===== src/clock_routing_pkg.sv =====
// shared constants, register map and carrier types for the clock output routing block
package clock_routing_pkg;

  // configuration slots
  localparam int NUM_SLOTS = 6;
  typedef logic [2:0] slot_t;
  typedef logic [7:0] byte_t;
  localparam slot_t SLOT_ZERO = 3'h0;
  localparam slot_t SLOT_ONE = 3'h1;
  localparam slot_t SLOT_TWO = 3'h2;
  localparam slot_t SLOT_THREE = 3'h3;
  localparam slot_t SLOT_FOUR = 3'h4;
  localparam slot_t SLOT_FIVE = 3'h5;

  // register offsets
  localparam byte_t ADDR_FB_LOW_SLOT3 = 8'h6C;
  localparam byte_t ADDR_FB_LOW_SLOT5 = 8'h6D;
  localparam byte_t ADDR_REF_DIV_SLOT4 = 8'h6E;
  localparam byte_t ADDR_REF_DIV_SLOT5 = 8'h6F;
  localparam byte_t ADDR_REF_DIV_SLOT0 = 8'h70;
  localparam byte_t ADDR_REF_DIV_SLOT1 = 8'h71;
  localparam byte_t ADDR_REF_DIV_SLOT2 = 8'h72;
  localparam byte_t ADDR_REF_DIV_SLOT3 = 8'h73;
  localparam byte_t ADDR_RESERVED_A = 8'h74;
  localparam byte_t ADDR_OUTPUT_ZERO = 8'h75;
  localparam byte_t ADDR_PAIR_A = 8'h76;
  localparam byte_t ADDR_PIN_TWO_SLEW = 8'h77;
  localparam byte_t ADDR_PAIR_B = 8'h78;
  localparam byte_t ADDR_RESERVED_B = 8'h79;
  localparam byte_t ADDR_OUTPUT_FIVE = 8'h7A;
  localparam byte_t ADDR_PIN_SIX_SLEW = 8'h7B;
  localparam byte_t ADDR_RESERVED_C = 8'h7C;

  // field positions shared by the output control registers
  localparam int MODE_HI = 7;
  localparam int MODE_LO = 6;
  localparam int SLEW_HI = 5;
  localparam int SLEW_LO = 4;
  localparam int INV_HI = 3;
  localparam int INV_LO = 2;
  localparam int INV_ZERO_BIT = 3;
  localparam int ROUTE_A_BIT = 1;
  localparam int ROUTE_B_BIT = 0;

  // reset and fixed read values
  localparam byte_t RST_CLEAR = 8'h00;
  localparam byte_t RST_OUTPUT_ZERO = 8'h03;
  localparam byte_t RESERVED_A_VALUE = 8'h01;
  localparam logic [1:0] RST_FIELD2 = 2'h0;

  // disable mode encoding: low bit clear floats the pin, else upper bit is the parked level
  localparam int MODE_DRIVE_BIT = 0;
  localparam int MODE_LEVEL_BIT = 1;

  // output pin order
  localparam int NUM_PINS = 7;
  localparam int PIN_ZERO = 0;
  localparam int PIN_ONE = 1;
  localparam int PIN_TWO = 2;
  localparam int PIN_THREE = 3;
  localparam int PIN_FIVE = 4;
  localparam int PIN_FIVE_COMP = 5;
  localparam int PIN_SIX = 6;

  // one register port request
  typedef struct packed {
    logic wr;
    byte_t addr;
    byte_t wdata;
  } reg_req_s;

  // per-pin disable and inversion control
  typedef struct packed {
    logic [1:0] disable_mode;
    logic invert;
  } pin_ctrl_s;

  // output divider results feeding the routing
  typedef struct packed {
    logic div0;
    logic first_output_divider;
    logic second_output_divider;
    logic third_output_divider;
    logic div5;
    logic sixth_output_divider;
  } divider_clocks_s;

endpackage


===== src/slot_register_bank.sv =====
// six-slot byte store with a write port, an addressed read and a registered active-slot value
`timescale 1ns/1ps
`default_nettype none
module slot_register_bank (
  input wire logic i_sys_clk,
  input wire logic i_rst,
  input wire logic i_clk_en,
  input wire logic i_wr,
  input wire clock_routing_pkg::slot_t i_wr_slot,
  input wire clock_routing_pkg::byte_t i_wdata,
  input wire clock_routing_pkg::slot_t i_rd_slot,
  input wire clock_routing_pkg::slot_t i_active_slot,
  output clock_routing_pkg::byte_t o_rd_data,
  output clock_routing_pkg::byte_t o_active_data
);
  import clock_routing_pkg::*;

  byte_t slot_mem [NUM_SLOTS];

  // per-slot storage, one entry per configuration
  genvar g;
  generate
    for (g = 0; g < NUM_SLOTS; g = g + 1) begin : g_slot
      always_ff @(posedge i_sys_clk) begin
        if (i_rst) begin
          slot_mem[g] <= RST_CLEAR;
        end else if (i_clk_en && i_wr && (i_wr_slot == slot_t'(g))) begin
          slot_mem[g] <= i_wdata;
        end
      end
    end
  endgenerate

  // addressed read for the register port
  assign o_rd_data = slot_mem[i_rd_slot];

  // active copy follows the selection one cycle later
  always_ff @(posedge i_sys_clk) begin
    if (i_rst) begin
      o_active_data <= RST_CLEAR;
    end else if (i_clk_en) begin
      o_active_data <= slot_mem[i_active_slot];
    end
  end

endmodule
`default_nettype wire


===== src/pin_drive_stage.sv =====
// one output pin: inversion while enabled, disable mode while disabled
`timescale 1ns/1ps
`default_nettype none
module pin_drive_stage (
  input wire logic i_sys_clk,
  input wire logic i_rst,
  input wire logic i_clk_en,
  input wire logic i_clock,
  input wire logic i_enable,
  input wire clock_routing_pkg::pin_ctrl_s i_ctrl,
  output logic o_level,
  output logic o_oe
);
  import clock_routing_pkg::*;

  // invert select
  // disabled state
  always_ff @(posedge i_sys_clk) begin
    if (i_rst) begin
      o_level <= 1'b0;
      o_oe <= 1'b0;
    end else if (i_clk_en) begin
      if (i_enable) begin
        o_level <= i_clock ^ i_ctrl.invert;
        o_oe <= 1'b1;
      end else if (!i_ctrl.disable_mode[MODE_DRIVE_BIT]) begin
        o_level <= 1'b0; // floated
        o_oe <= 1'b0;
      end else begin
        o_level <= i_ctrl.disable_mode[MODE_LEVEL_BIT]; // parked
        o_oe <= 1'b1;
      end
    end
  end

endmodule
`default_nettype wire


===== src/clock_output_routing_control.sv =====
// configuration registers, output routing and pin control of the clock generator
//
// Behaviour
// first pair select 1 drives pins one and two from dividers one and two, 0 drives both from divider two.
// second pair select 1 drives pins three and six from dividers three and six, 0 drives both from divider six.
// a disable mode with low bit 0 floats the pin, 01 parks it low and 11 parks it high.
// the disable mode in the first output control register governs pin zero alone.
// each inversion bit passes its clock when 0 and inverts it when 1, one bit per clock of the pair.
// the disable mode of the second output control register governs pins one and two together.
// the disable mode of the fourth output control register governs pins three and six together.
// the disable mode of the sixth output control register governs pin five and its complement together.
// an eight-bit spread reference divide is held per slot and the active slot's value is used.
// the low byte of the spread feedback counter is held for slots three and five only, the high byte living elsewhere.
// every per-slot group applies the copy of the active selection and follows it when it changes.
// edge rate fields are stored and read back with no effect on routing or enables.
`timescale 1ns/1ps
`default_nettype none
module clock_output_routing_control (
  input wire logic i_sys_clk,
  input wire logic i_rst,
  input wire logic i_clk_en,
  input wire clock_routing_pkg::reg_req_s i_reg_req,
  output clock_routing_pkg::byte_t o_reg_rdata,
  input wire clock_routing_pkg::slot_t i_config_select_pin,
  input wire logic i_output_enable_pin,
  input wire clock_routing_pkg::divider_clocks_s i_dividers,
  output clock_routing_pkg::byte_t o_pll3_spread_ref_div,
  output clock_routing_pkg::byte_t o_pll3_spread_fb_count_low,
  output logic [clock_routing_pkg::NUM_PINS-1:0] o_pin_level,
  output logic [clock_routing_pkg::NUM_PINS-1:0] o_pin_oe
);
  import clock_routing_pkg::*;

  ////////////////////////////////////////////////////////////////////////////////
  // pin synchronisers

  slot_t select_meta;
  slot_t select_sync;
  logic enable_meta;
  logic enable_sync;
  slot_t active_slot;

  // two flops on the selection and enable pins
  always_ff @(posedge i_sys_clk) begin
    if (i_rst) begin
      select_meta <= SLOT_ZERO;
      select_sync <= SLOT_ZERO;
      enable_meta <= 1'b0;
      enable_sync <= 1'b0;
    end else if (i_clk_en) begin
      select_meta <= i_config_select_pin;
      select_sync <= select_meta;
      enable_meta <= i_output_enable_pin;
      enable_sync <= enable_meta;
    end
  end

  // active slot
  // selections past the last slot fall back to slot zero
  always_comb begin
    if (select_sync > SLOT_FIVE) begin
      active_slot = SLOT_ZERO;
    end else begin
      active_slot = select_sync;
    end
  end

  ////////////////////////////////////////////////////////////////////////////////
  // per-slot register groups

  logic ref_div_hit;
  slot_t ref_div_slot;
  logic fb_low_hit;
  slot_t fb_low_slot;
  byte_t ref_div_rd;
  byte_t fb_low_rd;

  // map the reference divide offsets to their slots
  always_comb begin
    ref_div_hit = 1'b1;
    if (i_reg_req.addr == ADDR_REF_DIV_SLOT0) begin
      ref_div_slot = SLOT_ZERO;
    end else if (i_reg_req.addr == ADDR_REF_DIV_SLOT1) begin
      ref_div_slot = SLOT_ONE;
    end else if (i_reg_req.addr == ADDR_REF_DIV_SLOT2) begin
      ref_div_slot = SLOT_TWO;
    end else if (i_reg_req.addr == ADDR_REF_DIV_SLOT3) begin
      ref_div_slot = SLOT_THREE;
    end else if (i_reg_req.addr == ADDR_REF_DIV_SLOT4) begin
      ref_div_slot = SLOT_FOUR;
    end else if (i_reg_req.addr == ADDR_REF_DIV_SLOT5) begin
      ref_div_slot = SLOT_FIVE;
    end else begin
      ref_div_slot = SLOT_ZERO;
      ref_div_hit = 1'b0;
    end
  end

  // map the feedback low byte offsets held here to their slots
  always_comb begin
    fb_low_hit = 1'b1;
    if (i_reg_req.addr == ADDR_FB_LOW_SLOT3) begin
      fb_low_slot = SLOT_THREE;
    end else if (i_reg_req.addr == ADDR_FB_LOW_SLOT5) begin
      fb_low_slot = SLOT_FIVE;
    end else begin
      fb_low_slot = SLOT_ZERO;
      fb_low_hit = 1'b0;
    end
  end

  // reference divide per slot
  slot_register_bank u_ref_div_bank (
    .i_sys_clk(i_sys_clk),
    .i_rst(i_rst),
    .i_clk_en(i_clk_en),
    .i_wr(i_reg_req.wr && ref_div_hit),
    .i_wr_slot(ref_div_slot),
    .i_wdata(i_reg_req.wdata),
    .i_rd_slot(ref_div_slot),
    .i_active_slot(active_slot),
    .o_rd_data(ref_div_rd),
    .o_active_data(o_pll3_spread_ref_div)
  );

  // feedback low byte per slot
  slot_register_bank u_fb_low_bank (
    .i_sys_clk(i_sys_clk),
    .i_rst(i_rst),
    .i_clk_en(i_clk_en),
    .i_wr(i_reg_req.wr && fb_low_hit),
    .i_wr_slot(fb_low_slot),
    .i_wdata(i_reg_req.wdata),
    .i_rd_slot(fb_low_slot),
    .i_active_slot(active_slot),
    .o_rd_data(fb_low_rd),
    .o_active_data(o_pll3_spread_fb_count_low)
  );

  ////////////////////////////////////////////////////////////////////////////////
  // output control registers

  logic [1:0] pin_zero_disable_mode;
  logic [1:0] pin_zero_edge_rate;
  logic pin_zero_invert;
  logic first_pair_route_select;
  logic second_pair_route_select;
  logic [1:0] pair_a_disable_mode;
  logic [1:0] pair_a_edge_rate;
  logic [1:0] pair_a_invert;
  logic [1:0] pin_two_edge_rate;
  logic [1:0] pair_b_disable_mode;
  logic [1:0] pair_b_edge_rate;
  logic [1:0] pair_b_invert;
  logic [1:0] pin_five_disable_mode;
  logic [1:0] pin_five_edge_rate;
  logic [1:0] pin_five_invert;
  logic [1:0] pin_six_edge_rate;

  // output zero register, routing selects reset to the divider-per-pin setting
  always_ff @(posedge i_sys_clk) begin
    if (i_rst) begin
      pin_zero_disable_mode <= RST_OUTPUT_ZERO[MODE_HI:MODE_LO];
      pin_zero_edge_rate <= RST_OUTPUT_ZERO[SLEW_HI:SLEW_LO];
      pin_zero_invert <= RST_OUTPUT_ZERO[INV_ZERO_BIT];
      first_pair_route_select <= RST_OUTPUT_ZERO[ROUTE_A_BIT];
      second_pair_route_select <= RST_OUTPUT_ZERO[ROUTE_B_BIT];
    end else if (i_clk_en && i_reg_req.wr && (i_reg_req.addr == ADDR_OUTPUT_ZERO)) begin
      pin_zero_disable_mode <= i_reg_req.wdata[MODE_HI:MODE_LO];
      pin_zero_edge_rate <= i_reg_req.wdata[SLEW_HI:SLEW_LO];
      pin_zero_invert <= i_reg_req.wdata[INV_ZERO_BIT];
      first_pair_route_select <= i_reg_req.wdata[ROUTE_A_BIT];
      second_pair_route_select <= i_reg_req.wdata[ROUTE_B_BIT];
    end
  end

  // pair a register
  always_ff @(posedge i_sys_clk) begin
    if (i_rst) begin
      pair_a_disable_mode <= RST_FIELD2;
      pair_a_edge_rate <= RST_FIELD2;
      pair_a_invert <= RST_FIELD2;
    end else if (i_clk_en && i_reg_req.wr && (i_reg_req.addr == ADDR_PAIR_A)) begin
      pair_a_disable_mode <= i_reg_req.wdata[MODE_HI:MODE_LO];
      pair_a_edge_rate <= i_reg_req.wdata[SLEW_HI:SLEW_LO];
      pair_a_invert <= i_reg_req.wdata[INV_HI:INV_LO];
    end
  end

  // edge rate storage
  always_ff @(posedge i_sys_clk) begin
    if (i_rst) begin
      pin_two_edge_rate <= RST_FIELD2;
      pin_six_edge_rate <= RST_FIELD2;
    end else if (i_clk_en && i_reg_req.wr) begin
      if (i_reg_req.addr == ADDR_PIN_TWO_SLEW) begin
        pin_two_edge_rate <= i_reg_req.wdata[MODE_HI:MODE_LO];
      end else if (i_reg_req.addr == ADDR_PIN_SIX_SLEW) begin
        pin_six_edge_rate <= i_reg_req.wdata[SLEW_HI:SLEW_LO];
      end
    end
  end

  // pair b register
  always_ff @(posedge i_sys_clk) begin
    if (i_rst) begin
      pair_b_disable_mode <= RST_FIELD2;
      pair_b_edge_rate <= RST_FIELD2;
      pair_b_invert <= RST_FIELD2;
    end else if (i_clk_en && i_reg_req.wr && (i_reg_req.addr == ADDR_PAIR_B)) begin
      pair_b_disable_mode <= i_reg_req.wdata[MODE_HI:MODE_LO];
      pair_b_edge_rate <= i_reg_req.wdata[SLEW_HI:SLEW_LO];
      pair_b_invert <= i_reg_req.wdata[INV_HI:INV_LO];
    end
  end

  // pin five register
  always_ff @(posedge i_sys_clk) begin
    if (i_rst) begin
      pin_five_disable_mode <= RST_FIELD2;
      pin_five_edge_rate <= RST_FIELD2;
      pin_five_invert <= RST_FIELD2;
    end else if (i_clk_en && i_reg_req.wr && (i_reg_req.addr == ADDR_OUTPUT_FIVE)) begin
      pin_five_disable_mode <= i_reg_req.wdata[MODE_HI:MODE_LO];
      pin_five_edge_rate <= i_reg_req.wdata[SLEW_HI:SLEW_LO];
      pin_five_invert <= i_reg_req.wdata[INV_HI:INV_LO];
    end
  end

  ////////////////////////////////////////////////////////////////////////////////
  // register read back

  byte_t next_rdata;

  // reserved bits read zero, the first reserved byte reads its fixed value
  always_comb begin
    next_rdata = RST_CLEAR;
    if (ref_div_hit) begin
      next_rdata = ref_div_rd;
    end else if (fb_low_hit) begin
      next_rdata = fb_low_rd;
    end else if (i_reg_req.addr == ADDR_RESERVED_A) begin
      next_rdata = RESERVED_A_VALUE;
    end else if (i_reg_req.addr == ADDR_OUTPUT_ZERO) begin
      next_rdata[MODE_HI:MODE_LO] = pin_zero_disable_mode;
      next_rdata[SLEW_HI:SLEW_LO] = pin_zero_edge_rate;
      next_rdata[INV_ZERO_BIT] = pin_zero_invert;
      next_rdata[ROUTE_A_BIT] = first_pair_route_select;
      next_rdata[ROUTE_B_BIT] = second_pair_route_select;
    end else if (i_reg_req.addr == ADDR_PAIR_A) begin
      next_rdata[MODE_HI:MODE_LO] = pair_a_disable_mode;
      next_rdata[SLEW_HI:SLEW_LO] = pair_a_edge_rate;
      next_rdata[INV_HI:INV_LO] = pair_a_invert;
    end else if (i_reg_req.addr == ADDR_PIN_TWO_SLEW) begin
      next_rdata[MODE_HI:MODE_LO] = pin_two_edge_rate;
    end else if (i_reg_req.addr == ADDR_PAIR_B) begin
      next_rdata[MODE_HI:MODE_LO] = pair_b_disable_mode;
      next_rdata[SLEW_HI:SLEW_LO] = pair_b_edge_rate;
      next_rdata[INV_HI:INV_LO] = pair_b_invert;
    end else if (i_reg_req.addr == ADDR_OUTPUT_FIVE) begin
      next_rdata[MODE_HI:MODE_LO] = pin_five_disable_mode;
      next_rdata[SLEW_HI:SLEW_LO] = pin_five_edge_rate;
      next_rdata[INV_HI:INV_LO] = pin_five_invert;
    end else if (i_reg_req.addr == ADDR_PIN_SIX_SLEW) begin
      next_rdata[SLEW_HI:SLEW_LO] = pin_six_edge_rate;
    end
  end

  // read data registered one cycle after the address
  always_ff @(posedge i_sys_clk) begin
    if (i_rst) begin
      o_reg_rdata <= RST_CLEAR;
    end else if (i_clk_en) begin
      o_reg_rdata <= next_rdata;
    end
  end

  ////////////////////////////////////////////////////////////////////////////////
  // routing and pin stages

  logic [NUM_PINS-1:0] pin_clock;
  pin_ctrl_s pin_ctrl [NUM_PINS];

  // first pair routing
  // second pair routing
  always_comb begin
    pin_clock[PIN_ZERO] = i_dividers.div0;
    pin_clock[PIN_ONE] = first_pair_route_select ? i_dividers.first_output_divider
                                                 : i_dividers.second_output_divider;
    pin_clock[PIN_TWO] = i_dividers.second_output_divider;
    pin_clock[PIN_THREE] = second_pair_route_select ? i_dividers.third_output_divider
                                                    : i_dividers.sixth_output_divider;
    pin_clock[PIN_SIX] = i_dividers.sixth_output_divider;
    pin_clock[PIN_FIVE] = i_dividers.div5;
    pin_clock[PIN_FIVE_COMP] = ~i_dividers.div5; // complement pin of pin five
  end

  // pin zero own mode
  // pair a shared mode
  // pair b shared mode
  // pin five pair shared mode
  always_comb begin
    pin_ctrl[PIN_ZERO] = '{disable_mode: pin_zero_disable_mode, invert: pin_zero_invert};
    pin_ctrl[PIN_ONE] = '{disable_mode: pair_a_disable_mode, invert: pair_a_invert[0]};
    pin_ctrl[PIN_TWO] = '{disable_mode: pair_a_disable_mode, invert: pair_a_invert[1]};
    pin_ctrl[PIN_THREE] = '{disable_mode: pair_b_disable_mode, invert: pair_b_invert[0]};
    pin_ctrl[PIN_SIX] = '{disable_mode: pair_b_disable_mode, invert: pair_b_invert[1]};
    pin_ctrl[PIN_FIVE] = '{disable_mode: pin_five_disable_mode, invert: pin_five_invert[0]};
    pin_ctrl[PIN_FIVE_COMP] = '{disable_mode: pin_five_disable_mode, invert: pin_five_invert[1]};
  end

  // one registered drive stage per pin
  genvar p;
  generate
    for (p = 0; p < NUM_PINS; p = p + 1) begin : g_pin
      pin_drive_stage u_stage (
        .i_sys_clk(i_sys_clk),
        .i_rst(i_rst),
        .i_clk_en(i_clk_en),
        .i_clock(pin_clock[p]),
        .i_enable(enable_sync),
        .i_ctrl(pin_ctrl[p]),
        .o_level(o_pin_level[p]),
        .o_oe(o_pin_oe[p])
      );
    end
  endgenerate

endmodule
`default_nettype wire


===== config.mk =====
export PLATFORM = sky130hd
export DESIGN_NAME = clock_output_routing_control
export DESIGN_NICKNAME = d
export VERILOG_FILES = /design/src/clock_routing_pkg.sv /design/src/slot_register_bank.sv /design/src/pin_drive_stage.sv /design/src/clock_output_routing_control.sv
export SDC_FILE = /design/constraint.sdc
export NUM_CORES = 1
export LEC_CHECK = 0
export ABC_CLOCK_PERIOD_IN_PS = 2700
export BUFFER_PORTS_ARGS = -buffer_cell sky130_fd_sc_hd__buf_4
export CORE_MARGIN = 10
export CORE_UTILIZATION = 60
export CTS_CLUSTER_DIAMETER = 150
export DETAILED_ROUTE_END_ITERATION = 10
export PLACE_DENSITY = 0.89
export SYNTH_ARGS = -nofsm -noshare
export SYNTH_HDL_FRONTEND = slang
export SYNTH_SLANG_ARGS = --single-unit

===== constraint.sdc =====
create_clock -name i_sys_clk -period 2.7 [get_ports i_sys_clk]
set_input_delay 0.135 -clock i_sys_clk [delete_from_list [all_inputs] [get_ports i_sys_clk]]
set_output_delay 0.135 -clock i_sys_clk [all_outputs]
set_load 0.05 [all_outputs]

==> results of run 1 <==
## state kept, by name, indices dropped and copies added, names as in the netlist, 3 cells and up
name                          cells
u_ref_div_bank.o_active_data      8
g_pin.u_stage.o_oe                4
u_fb_low_bank.slot_mem           48
u_ref_div_bank.slot_mem          48
select_meta                       3
select_sync                       3
g_pin.u_stage.o_level             7
o_reg_rdata                       8
u_fb_low_bank.o_active_data       8
## synth_stat cells, types with 2 or more instances
cell	count	share of area
nor2b_1	20	0.015
buf_4	15	0.013
a211o_1	4	0.0042
buf_1	8	0.0036
a22o_1	2	0.0021
nor3_4	3	0.0058
or3_1	2	0.0015
nand2b_1	2	0.0015
nor2_1	79	0.036
o32ai_1	3	0.0031
nand2_1	51	0.023
a31oi_1	3	0.0022
a32o_1	2	0.0024
a31o_1	3	0.0031
dfxtp_1	72	0.17
nand3_1	8	0.0048
xnor2_1	4	0.0042
a31o_2	3	0.0031
mux2_2	3	0.0040
a21oi_1	31	0.019
o21ai_0	28	0.017
a32oi_1	3	0.0031
a22oi_1	6	0.0054
a221o_1	2	0.0024
nor3_1	9	0.0054
mux2_1	2	0.0027
mux2i_1	85	0.10
nand3b_1	3	0.0027
clkbuf_1	37	0.017
xor2_1	3	0.0031
inv_1	4	0.0018
o211a_1	2	0.0024
and2_1	69	0.052
and3b_1	2	0.0021
a211oi_1	59	0.053
and4b_1	2	0.0024
nand4_1	2	0.0015
o211ai_1	2	0.0018
a221oi_1	5	0.0052
o21bai_1	3	0.0027
buf_2	19	0.011
edfxtp_1	96	0.35
o22ai_1	8	0.0060
a2111oi_2	3	0.0054
## worst paths after layout
check | endpoint | cells after the start
max | u_ref_div_bank.o_active_data[5]$_SDFFE_PP0P_ | 6
min | first_pair_route_select$_SDFFE_PP1P_ | 2
max reg2reg | u_ref_div_bank.o_active_data[5]$_SDFFE_PP0P_ | 6
min reg2reg | u_ref_div_bank.o_active_data[7]$_SDFFE_PP0P_ | 2
## area by class of cell
cell class | instances | area share
Timing Repair Buffer | 87 | 0.0692
Tap cell | 180 | 0.0235
Clock buffer | 27 | 0.0592
Inverter | 5 | 0.00196
Clock inverter | 5 | 0.00535
Sequential cell | 168 | 0.451
Multi-Input combinational cell | 573 | 0.390
## report_power, final
group	total (W)	internal, W	switching [W]
combinational	0.000685	0.000223	0.000462
clock	0.00249	0.00154	0.000956
sequential	0.00292	0.00284	0.0000821
total	0.00610	0.00460	0.00150
## worst max-delay path: stages (launching register included)
cell	delay [ns]
dfxtp_2	0.71
a21boi_2	0.11
buf_4	0.25
mux2i_1	0.16
a211oi_1	0.26
a21oi_1	0.13
a211oi_1	0.27
## metrics by stage
stage	cells	area (um2)	worst slack (ns)	total power, W	hold WS (ns)
floorplan	826	8460	0.929	0.00341	0.253
global placement	1009	8930	0.656	0.00361	0.373
detailed placement	1009	8930	0.618	0.00364	0.381
CTS	1045	9590	0.727	0.00611	0.00915
global route	1045	9590	0.565	0.00630	0.0300
finish	1045	9590	0.707	0.00610	0.0277
## metal layers
metal | vias up | global-route usage | routed length, um
li1 | 2982 | - | -
met1 | 3046 | 0.327 | 9080
met2 | 407 | 0.351 | 9960
met3 | 65 | 0.0645 | 2560
met4 | 0 | 0.114 | 815
met5 | - | 0 | 0
## cells by family after synthesis
| family | count (synthesis) |
|---|---|
| buffers and inverters | 85 |
| other | 1 |
| AND/OR/NAND/NOR | 260 |
| AO/OA/AOI/OAI | 184 |
| multiplexers | 90 |
| XOR/XNOR | 7 |
| flip-flops | 168 |
## cell usage in the layout (no fill, tap or decap), drive strengths merged, types with 3 or more instances in the layout
master and n:
a221oi 5, a2111oi 5, a31o 6, and2 69
a21oi 32, nor2 79, o22ai 8, dfxtp 72
edfxtp 96, o32ai 3, clkinv 3, a211oi 59
buf 83, a22oi 6, xor2 3, clkbuf 27
o21ai 29, mux2i 85, dlygate4sd3 4, nor3 13
conb 32, nand3 8, a31oi 3, nor2b 20
xnor2 4, inv 6, a32oi 3, nand2 52
a211o 4, o21bai 3, nand3b 3, mux2 5
==> impl_metrics.csv, run 1 <==
group,metric,value,unit
run_status,outcome,"complete, no violations",
synthesis,syn-cell-area,0.00835,mm2
synthesis,synthFlopType,"edfxtp_1",
floorplanning,dieHeight,138,um
power,peakVddDrop,0.000429,V
critical_path,worstReg2RegStart,"select_sync[2]$_SDFFE_PP0P_",
cts,insertion_delay,0.43,ns
drt,avgRoutedWirePerCell,21.5,um
global_route,grt_pass1_vias,6367,
synthesis,synthMuxAreaShare,0.109,
cts,postCtsHoldBufs,4,
cts,cts_root_buffer,"clkbuf_16",
drt,drt_iter0_markers,995,
power,p_leak,3.56,nW
synthesis,async_flop_share,0,
floorplanning,rows,43,
timing,skew,0.00710,ns
final_layout,fill_cells,1060,
global_route,antenna_found_initial,0,
floorplanning,coreArea,0.0138,mm2
global_route,grt_pass1_wl,35100,um
final_layout,final_util,0.696,
placed_design,place_congestion,0.960,
floorplanning,start_util,0.606,
synthesis,synth_area_per_cell,10.5,um2
critical_path,start_kind,"flop",
cts,cts_num_sinks,168,
timing,max-slew-margin-rel,0.470,
global_route,grt-ovfl-total,0,
critical_path,crit_type,"reg -> reg",
drt,antenna_left,0,
global_route,grt_max_degree,67,
drt,firstDrtPassIters,6,
timing,drv_slew,0,
placed_design,portBuffers,67,
critical_path,crit_arrival,2.33,ns
synthesis,synth_fa_ha_area_frac,0,
final_layout,multiInputGateArea,0.00374,mm2
critical_path,end_kind,"flop",
hold_path,hp-class,"in -> reg",
flow_run,drv_cap,0,
timing,min_period,1.99,ns
synthesis,yosysSeqAreaShare,0.518,
synthesis,synth.distinct_cells,67,
cts,clock_path_buffers,2,
final_layout,area_growth,14.9,%
timing,hold_violations,0,
synthesis,synth_xor_area_frac,0.00735,
cts,post_cts_buffers,0,
power,p_per_area,636,mW/mm2
critical_path,cp_max_fo,34,
critical_path,crit_start,"select_sync[2]$_SDFFE_PP0P_",
floorplanning,ios,68,
synthesis,ys_ff_latch,168,
hold_path,min_from,"i_reg_req[1]",
drt,num_vias,6500,
global_route,grt.total_usage,0.241,
timing,post-route-period-util,0.738,
cts,ctsResizeCount,0,
timing,tightest_slew,0.789,ns
timing,rsz0062_at_grt,"no",
synthesis,synth_edf_count,96,
final_layout,antenna_cells,0,
timing,setup_viol_count_final,0,
drt,routed_via_density,6.22,
synthesis,synth-compound-area-share,0.155,
synthesis,syn_inst,795,
synthesis,synth_top_family_by_area,"simple AND/OR/NAND/NOR gates",
floorplanning,die_area,0.0190,mm2
drt,wl,22400,um
final_layout,drive_above_1_share,0.153,
final_layout,register_area,0.00433,mm2
placed_design,dp_hpwl,15600,um
cts,clk_pin_slew,0.06,ns
cts,cts_tree,"done",
cts,cts_htree_levels,4,
floorplanning,die_w,138,um
final_layout,nets,882,
critical_path,worstPathRequired,3.04,ns
timing,fmax,502,MHz
synthesis,yosysWarnings,0,
cts,cts_buffers,17,
critical_path,rrSetupSlack,0.71,ns
drt,drc_errors,0,
timing,setup_tns,0,ns
synthesis,yosys.area_share.simple,0.161,
Note: power is estimated with default switching activity, not from simulation.
==> run 2: changes to the inputs <==
Settings changed: ABC_AREA from default to 1, ABC_CLOCK_PERIOD_IN_PS 2700 to 1840.
Clock period 2.7 ns to 1.84 ns, I/O delays scaled along.
==> impl_metrics.csv, run 2 <==
group,metric,value,unit
drt,firstDrtPassIters,6,
floorplanning,ios,68,
critical_path,worstReg2RegStart,"select_sync[1]$_SDFFE_PP0P_",
placed_design,dp_hpwl,16000,um
final_layout,final_cell_mix,"nor2_1, nand2_1, nand3_1",
timing,hold_violations,0,
cts,insertion_delay,0.43,ns
power,power,0.00885,W
synthesis,synth_most_common_cell,"nor2_1",
critical_path,r2r_end,"u_ref_div_bank.o_active_data[7]$_SDFFE_PP0P_",
floorplanning,die_w,135,um
floorplanning,coreArea,0.0128,mm2
placed_design,portBuffers,67,
timing,min_period,1.69,ns
synthesis,syn_inst,951,
global_route,grt_pass1_vias,7165,
floorplanning,start_util,0.621,
global_route,antenna_found_initial,0,
placed_design,place_area,0.00868,mm2
critical_path,start_kind,"flop",
floorplanning,rows,41,
critical_path,crit_arrival,2.05,ns
flow_run,drv_cap,0,
synthesis,yosys.area.top_type,"edfxtp_1",
timing,setup_viol_count_final,0,
critical_path,critPathCapture,"u_ref_div_bank.o_active_data[7]$_SDFFE_PP0P_",
final_layout,final_common_cell,"nor2_1",
synthesis,synthFlopType,"edfxtp_1",
synthesis,synth_area_per_cell,8.34,um2
drt,wl,24000,um
global_route,grt.total_usage,0.262,
cts,cts_num_sinks,168,
critical_path,worstPathRequired,2.20,ns
global_route,grt_max_degree,64,
critical_path,rrSetupSlack,0.15,ns
synthesis,synth_edf_count,96,
synthesis,syn-cell-area,0.00793,mm2
timing,skew,0.00741,ns
global_route,grt_pass1_wl,37600,um
drt,routed_via_density,5.97,
critical_path,cp_max_fo,16,
synthesis,yosysSeqAreaShare,0.545,
synthesis,yosysWarnings,0,
synthesis,yosysTopAreaCellShare,0.364,
placed_design,post-place-ws,0.0842,ns
timing,tightest_slew,0.795,ns
power,peakVddDrop,0.000824,V
final_layout,antenna_cells,0,
timing,setup_ws,0.150,ns
synthesis,synth_common_cells,"nor2_1, nand2_1, nand3_1",
final_layout,stdcell_area,0.00944,mm2
synthesis,synth_area_leaders,"edfxtp_1, dfxtp_1, nor2_1",
floorplanning,die_area,0.0182,mm2
timing,fmax,592,MHz
power,p_per_area,937,mW/mm2
final_layout,top_regs,"u_fb_low_bank.slot_mem x48, u_ref_div_bank.slot_mem x48",
global_route,grt-ovfl-total,0,
drt,avgRoutedWirePerCell,19.4,um
final_layout,multiInputGateArea,0.00311,mm2
drt,drc_errors,0,
cts,cts_htree_levels,4,
final_layout,fill_cells,867,
drt,drt_iter0_markers,1010,
cts,clock_path_buffers,2,
timing,max-slew-margin-rel,0.470,
synthesis,async_flop_share,0,
run_status,outcome,"complete, no violations",
cts,cts_root_buffer,"clkbuf_16",
final_layout,nets,1082,
floorplanning,dieHeight,135,um
placed_design,place_congestion,0.972,
critical_path,crit_start,"select_sync[1]$_SDFFE_PP0P_",
critical_path,crit_type,"reg -> reg",
power,p_leak,3.88,nW
drt,antenna_left,0,
cts,cts_buffers,17,
final_layout,drive_above_1_share,0.143,
cts,clk_pin_slew,0.07,ns
final_layout,area_growth,19.1,%
synthesis,synth.distinct_cells,30,
timing,post-route-period-util,0.919,
drt,num_vias,7380,
synthesis,ys_ff_latch,168,
critical_path,r2r_cells,7,
critical_path,end_kind,"flop",
timing,drv_slew,0,
final_layout,register_area,0.00432,mm2
hold_path,hp-class,"in -> reg",
cts,cts_tree,"done",
run 2: cell count changes in the layout (fill, tap and decap cells not counted), sizes merged, moves of 20 or more:
cell / previous run / this run
nand2: 52 / 147
nand3: 8 / 102
nor2: 79 / 172
mux2i: 85 / 2
inv: 6 / 79
and2: 69 / 0
o21ai: 29 / 95
a211oi: 59 / 0
a21oi: 32 / 77
nor2b: 20 / 0
run 2: final cells by class:
type	count	area share
Tap cell	172	0.0228
Multi-Input combinational cell	672	0.330
Inverter	81	0.0326
Timing Repair Buffer	112	0.0947
Sequential cell	168	0.458
Clock buffer	18	0.0477
Clock inverter	14	0.0146
run 2: logic make-up (layout without fill, tap and decap cells):
| family | after synthesis | count (layout) | synth area share |
|---|---|---|---|
| AO/OA/AOI/OAI | 202 | 202 | 0.139 |
| XOR/XNOR | 3 | 3 | 0.00331 |
| buffers and inverters | 142 | 225 | 0.0769 |
| flip-flops | 168 | 168 | 0.545 |
| multiplexers | 2 | 2 | 0.00253 |
| other | 1 | 32 | 0.000473 |
| AND/OR/NAND/NOR | 433 | 433 | 0.232 |
run 2: report_power, final:
part / total [W] / internal, W / switching, W
combinational: 0.00102 / 0.000310 / 0.000715
clock: 0.00354 / 0.00198 / 0.00156
sequential: 0.00428 / 0.00417 / 0.000114
run 2: what timing repair did:
action / 4_1_cts / 5_1_grt
hold endpoints to repair: 25 / 0
setup buffers: 0 / 2
hold buffers: 15 / 0
setup endpoints to repair: 0 / 3
gates resized for setup: 0 / 2
run 2: metrics by stage:
stage | hold slack [ns] | util | instances | setup TNS (ns)
after CTS | 0.00579 | 0.737 | 1235 | 0
after floorplan | 0.218 | - | 982 | 0
after global routing | 0.0482 | 0.739 | 1237 | -0.00802
after detailed placement | 0.320 | 0.680 | 1188 | 0
after global placement | 0.316 | 0.680 | 1188 | 0
final | 0.0292 | 0.739 | 1237 | 0
run 2: how the worst min path moves through the flow:
stage | start | end | slack (ns) | cells past startpoint
floorplan | i_reg_req[1] | first_pair_route_select$_SDFFE_PP1P_ | 0.22 | 2
global placement | i_config_select_pin[2] | select_meta[2]$_SDFFE_PP0P_ | 0.32 | 3
detailed placement | i_config_select_pin[1] | select_meta[1]$_SDFFE_PP0P_ | 0.32 | 3
CTS | i_dividers[3] | g_pin[2].u_stage.o_level$_SDFFE_PP0P_ | 0.006 | 4
global route | i_dividers[3] | g_pin[2].u_stage.o_level$_SDFFE_PP0P_ | 0.05 | 4
finish | i_dividers[3] | g_pin[2].u_stage.o_level$_SDFFE_PP0P_ | 0.03 | 4
run 2: worst max-delay path, stage by stage, from the launching register on:
cell and delay (ns):
dfxtp_1 0.34, inv_1 0.07, nor2_1 0.21, buf_4 0.27, o21ai_0 0.14, o221ai_1 0.31, nand3_1 0.13, a21oi_1 0.14
run 2: layer usage:
| layer | global-route usage | vias up | wire, um |
|---|---|---|---|
| met5 | 0 | - | 0 |
| met4 | 0.145 | 0 | 1140 |
| met3 | 0.0605 | 92 | 2480 |
| met2 | 0.421 | 477 | 11300 |
| met1 | 0.320 | 3432 | 9040 |
| li1 | - | 3379 | - |
==> run 3: changes to the inputs <==
Settings changed: ABC_CLOCK_PERIOD_IN_PS 1840 to 1450, CORE_MARGIN 10 to 2, CORE_UTILIZATION 60 to 54, PLACE_DENSITY 0.89 to 0.85, SLEW_MARGIN from default to 25.
Clock period 1.84 ns to 1.45 ns, I/O delays scaled along.
==> impl_metrics.csv, run 3 (same netlist as run 2, synthesis figures left out) <==
group,metric,value,unit
critical_path,cp_max_fo,6,
drt,num_vias,7904,
timing,tightest_slew,0.527,ns
drt,routed_via_density,6.00,
placed_design,place_congestion,1.00,
floorplanning,rows,44,
run_status,failed_checks,"DRC, setup timing",
placed_design,post-place-ws,-0.212,ns
drt,antenna_left,0,
timing,hold_slack,0.0686,ns
floorplanning,coreArea,0.0144,mm2
final_layout,multiInputGateArea,0.00323,mm2
final_layout,drive_above_1_share,0.216,
final_layout,final_util,0.714,
timing,rsz0062_at_grt,"yes",
cts,cts_root_buffer,"clkbuf_16",
global_route,grt_max_degree,64,
final_layout,nets,1151,
floorplanning,ios,68,
placed_design,dp_hpwl,16600,um
floorplanning,dieHeight,125,um
floorplanning,die_w,125,um
global_route,grt-ovfl-total,0,
power,peakVddDrop,0.000940,V
timing,min_period,1.51,ns
global_route,grt.total_usage,0.323,
flow_run,drv_cap,0,
floorplanning,start_util,0.550,
final_layout,final_common_cell,"nor2_1",
power,p_leak,4.29,nW
final_layout,register_area,0.00433,mm2
placed_design,portBuffers,67,
floorplanning,die_area,0.0157,mm2
timing,hold_violations,0,
drt,drt_iter0_markers,1343,
critical_path,start_kind,"flop",
timing,skew,0.0139,ns
cts,cts_htree_levels,4,
cts,cts_num_sinks,168,
critical_path,crit_arrival,1.89,ns
hold_path,hp-class,"in -> reg",
final_layout,area_growth,29.9,%
power,p_per_area,1110,mW/mm2
final_layout,antenna_cells,0,
placed_design,place_area,0.00929,mm2
global_route,antenna_found_initial,0,
drt,drc_errors,2,
critical_path,end_kind,"flop",
global_route,grt_pass1_wl,39200,um
timing,drv_slew,0,
final_layout,top_regs,"u_fb_low_bank.slot_mem x48, u_ref_div_bank.slot_mem x48",
cts,insertion_delay,0.45,ns
drt,firstDrtPassIters,11,
cts,clock_path_buffers,2,
final_layout,final_cell_mix,"nor2_1, nand2_1, buf_4",
cts,cts_buffers,17,
final_layout,stdcell_area,0.0103,mm2
drt,wl,25800,um
cts,cts_tree,"done",
critical_path,crit_type,"reg -> reg",
cts,clk_pin_slew,0.07,ns
run_status,outcome,"finished, violations left",
timing,max-slew-margin-rel,0.646,
timing,fmax,662,MHz
drt,avgRoutedWirePerCell,19.6,um
final_layout,fill_cells,1014,
timing,setup_ws,-0.0606,ns
timing,post-route-period-util,1.04,
global_route,grt_pass1_vias,7439,
critical_path,worstPathRequired,1.82,ns
timing,setup_viol_count_final,10,
run 3: changes by cell type in the layout (fill, tap and decap cells not counted), sizes merged:
| cell | previous run | this run |
|---|---|---|
| dlygate4sd3 | 15 | 16 |
| clkinvlp | 2 | 5 |
| clkinv | 13 | 9 |
| inv | 79 | 78 |
| clkbuf | 18 | 22 |
| buf | 97 | 163 |
run 3: layout make-up:
cell class / instances / area share
sequential: 168 / 0.420
clock inverter: 12 / 0.0115
tap: 184 / 0.0224
timing repair buffer: 181 / 0.159
multi-input combinational: 672 / 0.314
clock buffer: 20 / 0.0434
inverter: 81 / 0.0298
run 3: power breakdown:
part           internal (W)  total [W]  leakage [nW]  switching, W
Sequential          0.00528    0.00543          1.51      0.000147
Combinational      0.000560    0.00155          2.52      0.000995
Clock               0.00243    0.00445         0.261       0.00202
run 3: layer usage:
layer / GRT usage / part of all wire / vias up / wire, um
li1: - / - / 3525 / -
met1: 0.414 / 0.37 / 3640 / 9500
met2: 0.515 / 0.46 / 595 / 11800
met3: 0.0877 / 0.11 / 144 / 2890
met4: 0.152 / 0.060 / 0 / 1550
met5: 0 / 0 / - / 0
run 3: worst paths after layout:
check,startpoint,end,slack [ns],cells after the start
worst min register to register,u_ref_div_bank.o_active_data[7]$_SDFFE_PP0P_,u_ref_div_bank.o_active_data[7]$_SDFFE_PP0P_,0.46,2
worst max register to register,select_sync[1]$_SDFFE_PP0P_,u_ref_div_bank.o_active_data[3]$_SDFFE_PP0P_,-0.06,8
worst min-delay path,i_dividers[4],g_pin[1].u_stage.o_level$_SDFFE_PP0P_,0.07,5
worst max-delay path,select_sync[1]$_SDFFE_PP0P_,u_ref_div_bank.o_active_data[3]$_SDFFE_PP0P_,-0.06,8
run 3: critical path: stages, from the launching register on:
cell and delay (ns):
dfxtp_2 0.36, inv_2 0.06, nor2_4 0.09, buf_6 0.13, buf_12 0.12, o21ai_0 0.12, o221ai_2 0.30, nand3_2 0.12
a21oi_2 0.14
run 3: through the flow:
step                      TNS [ns]  total power, W  cells
after floorplan             -0.675         0.00628    982
after global placement       -9.93         0.00682   1262
after detailed placement    -13.74         0.00685   1262
after CTS                   -0.202          0.0113   1316
after global routing         -1.01          0.0117   1318
final                       -0.276          0.0114   1318
run 3: timing repair:
| item | in CTS | in global routing |
|---|---|---|
| pin swaps | 15 | 32 |
| hold endpoints to repair | 24 | 0 |
| resized for setup | 27 | 31 |
| cloned | 1 | 2 |
| setup endpoints to repair | 15 | 15 |
| setup buffers | 5 | 0 |
| hold buffers | 16 | 0 |
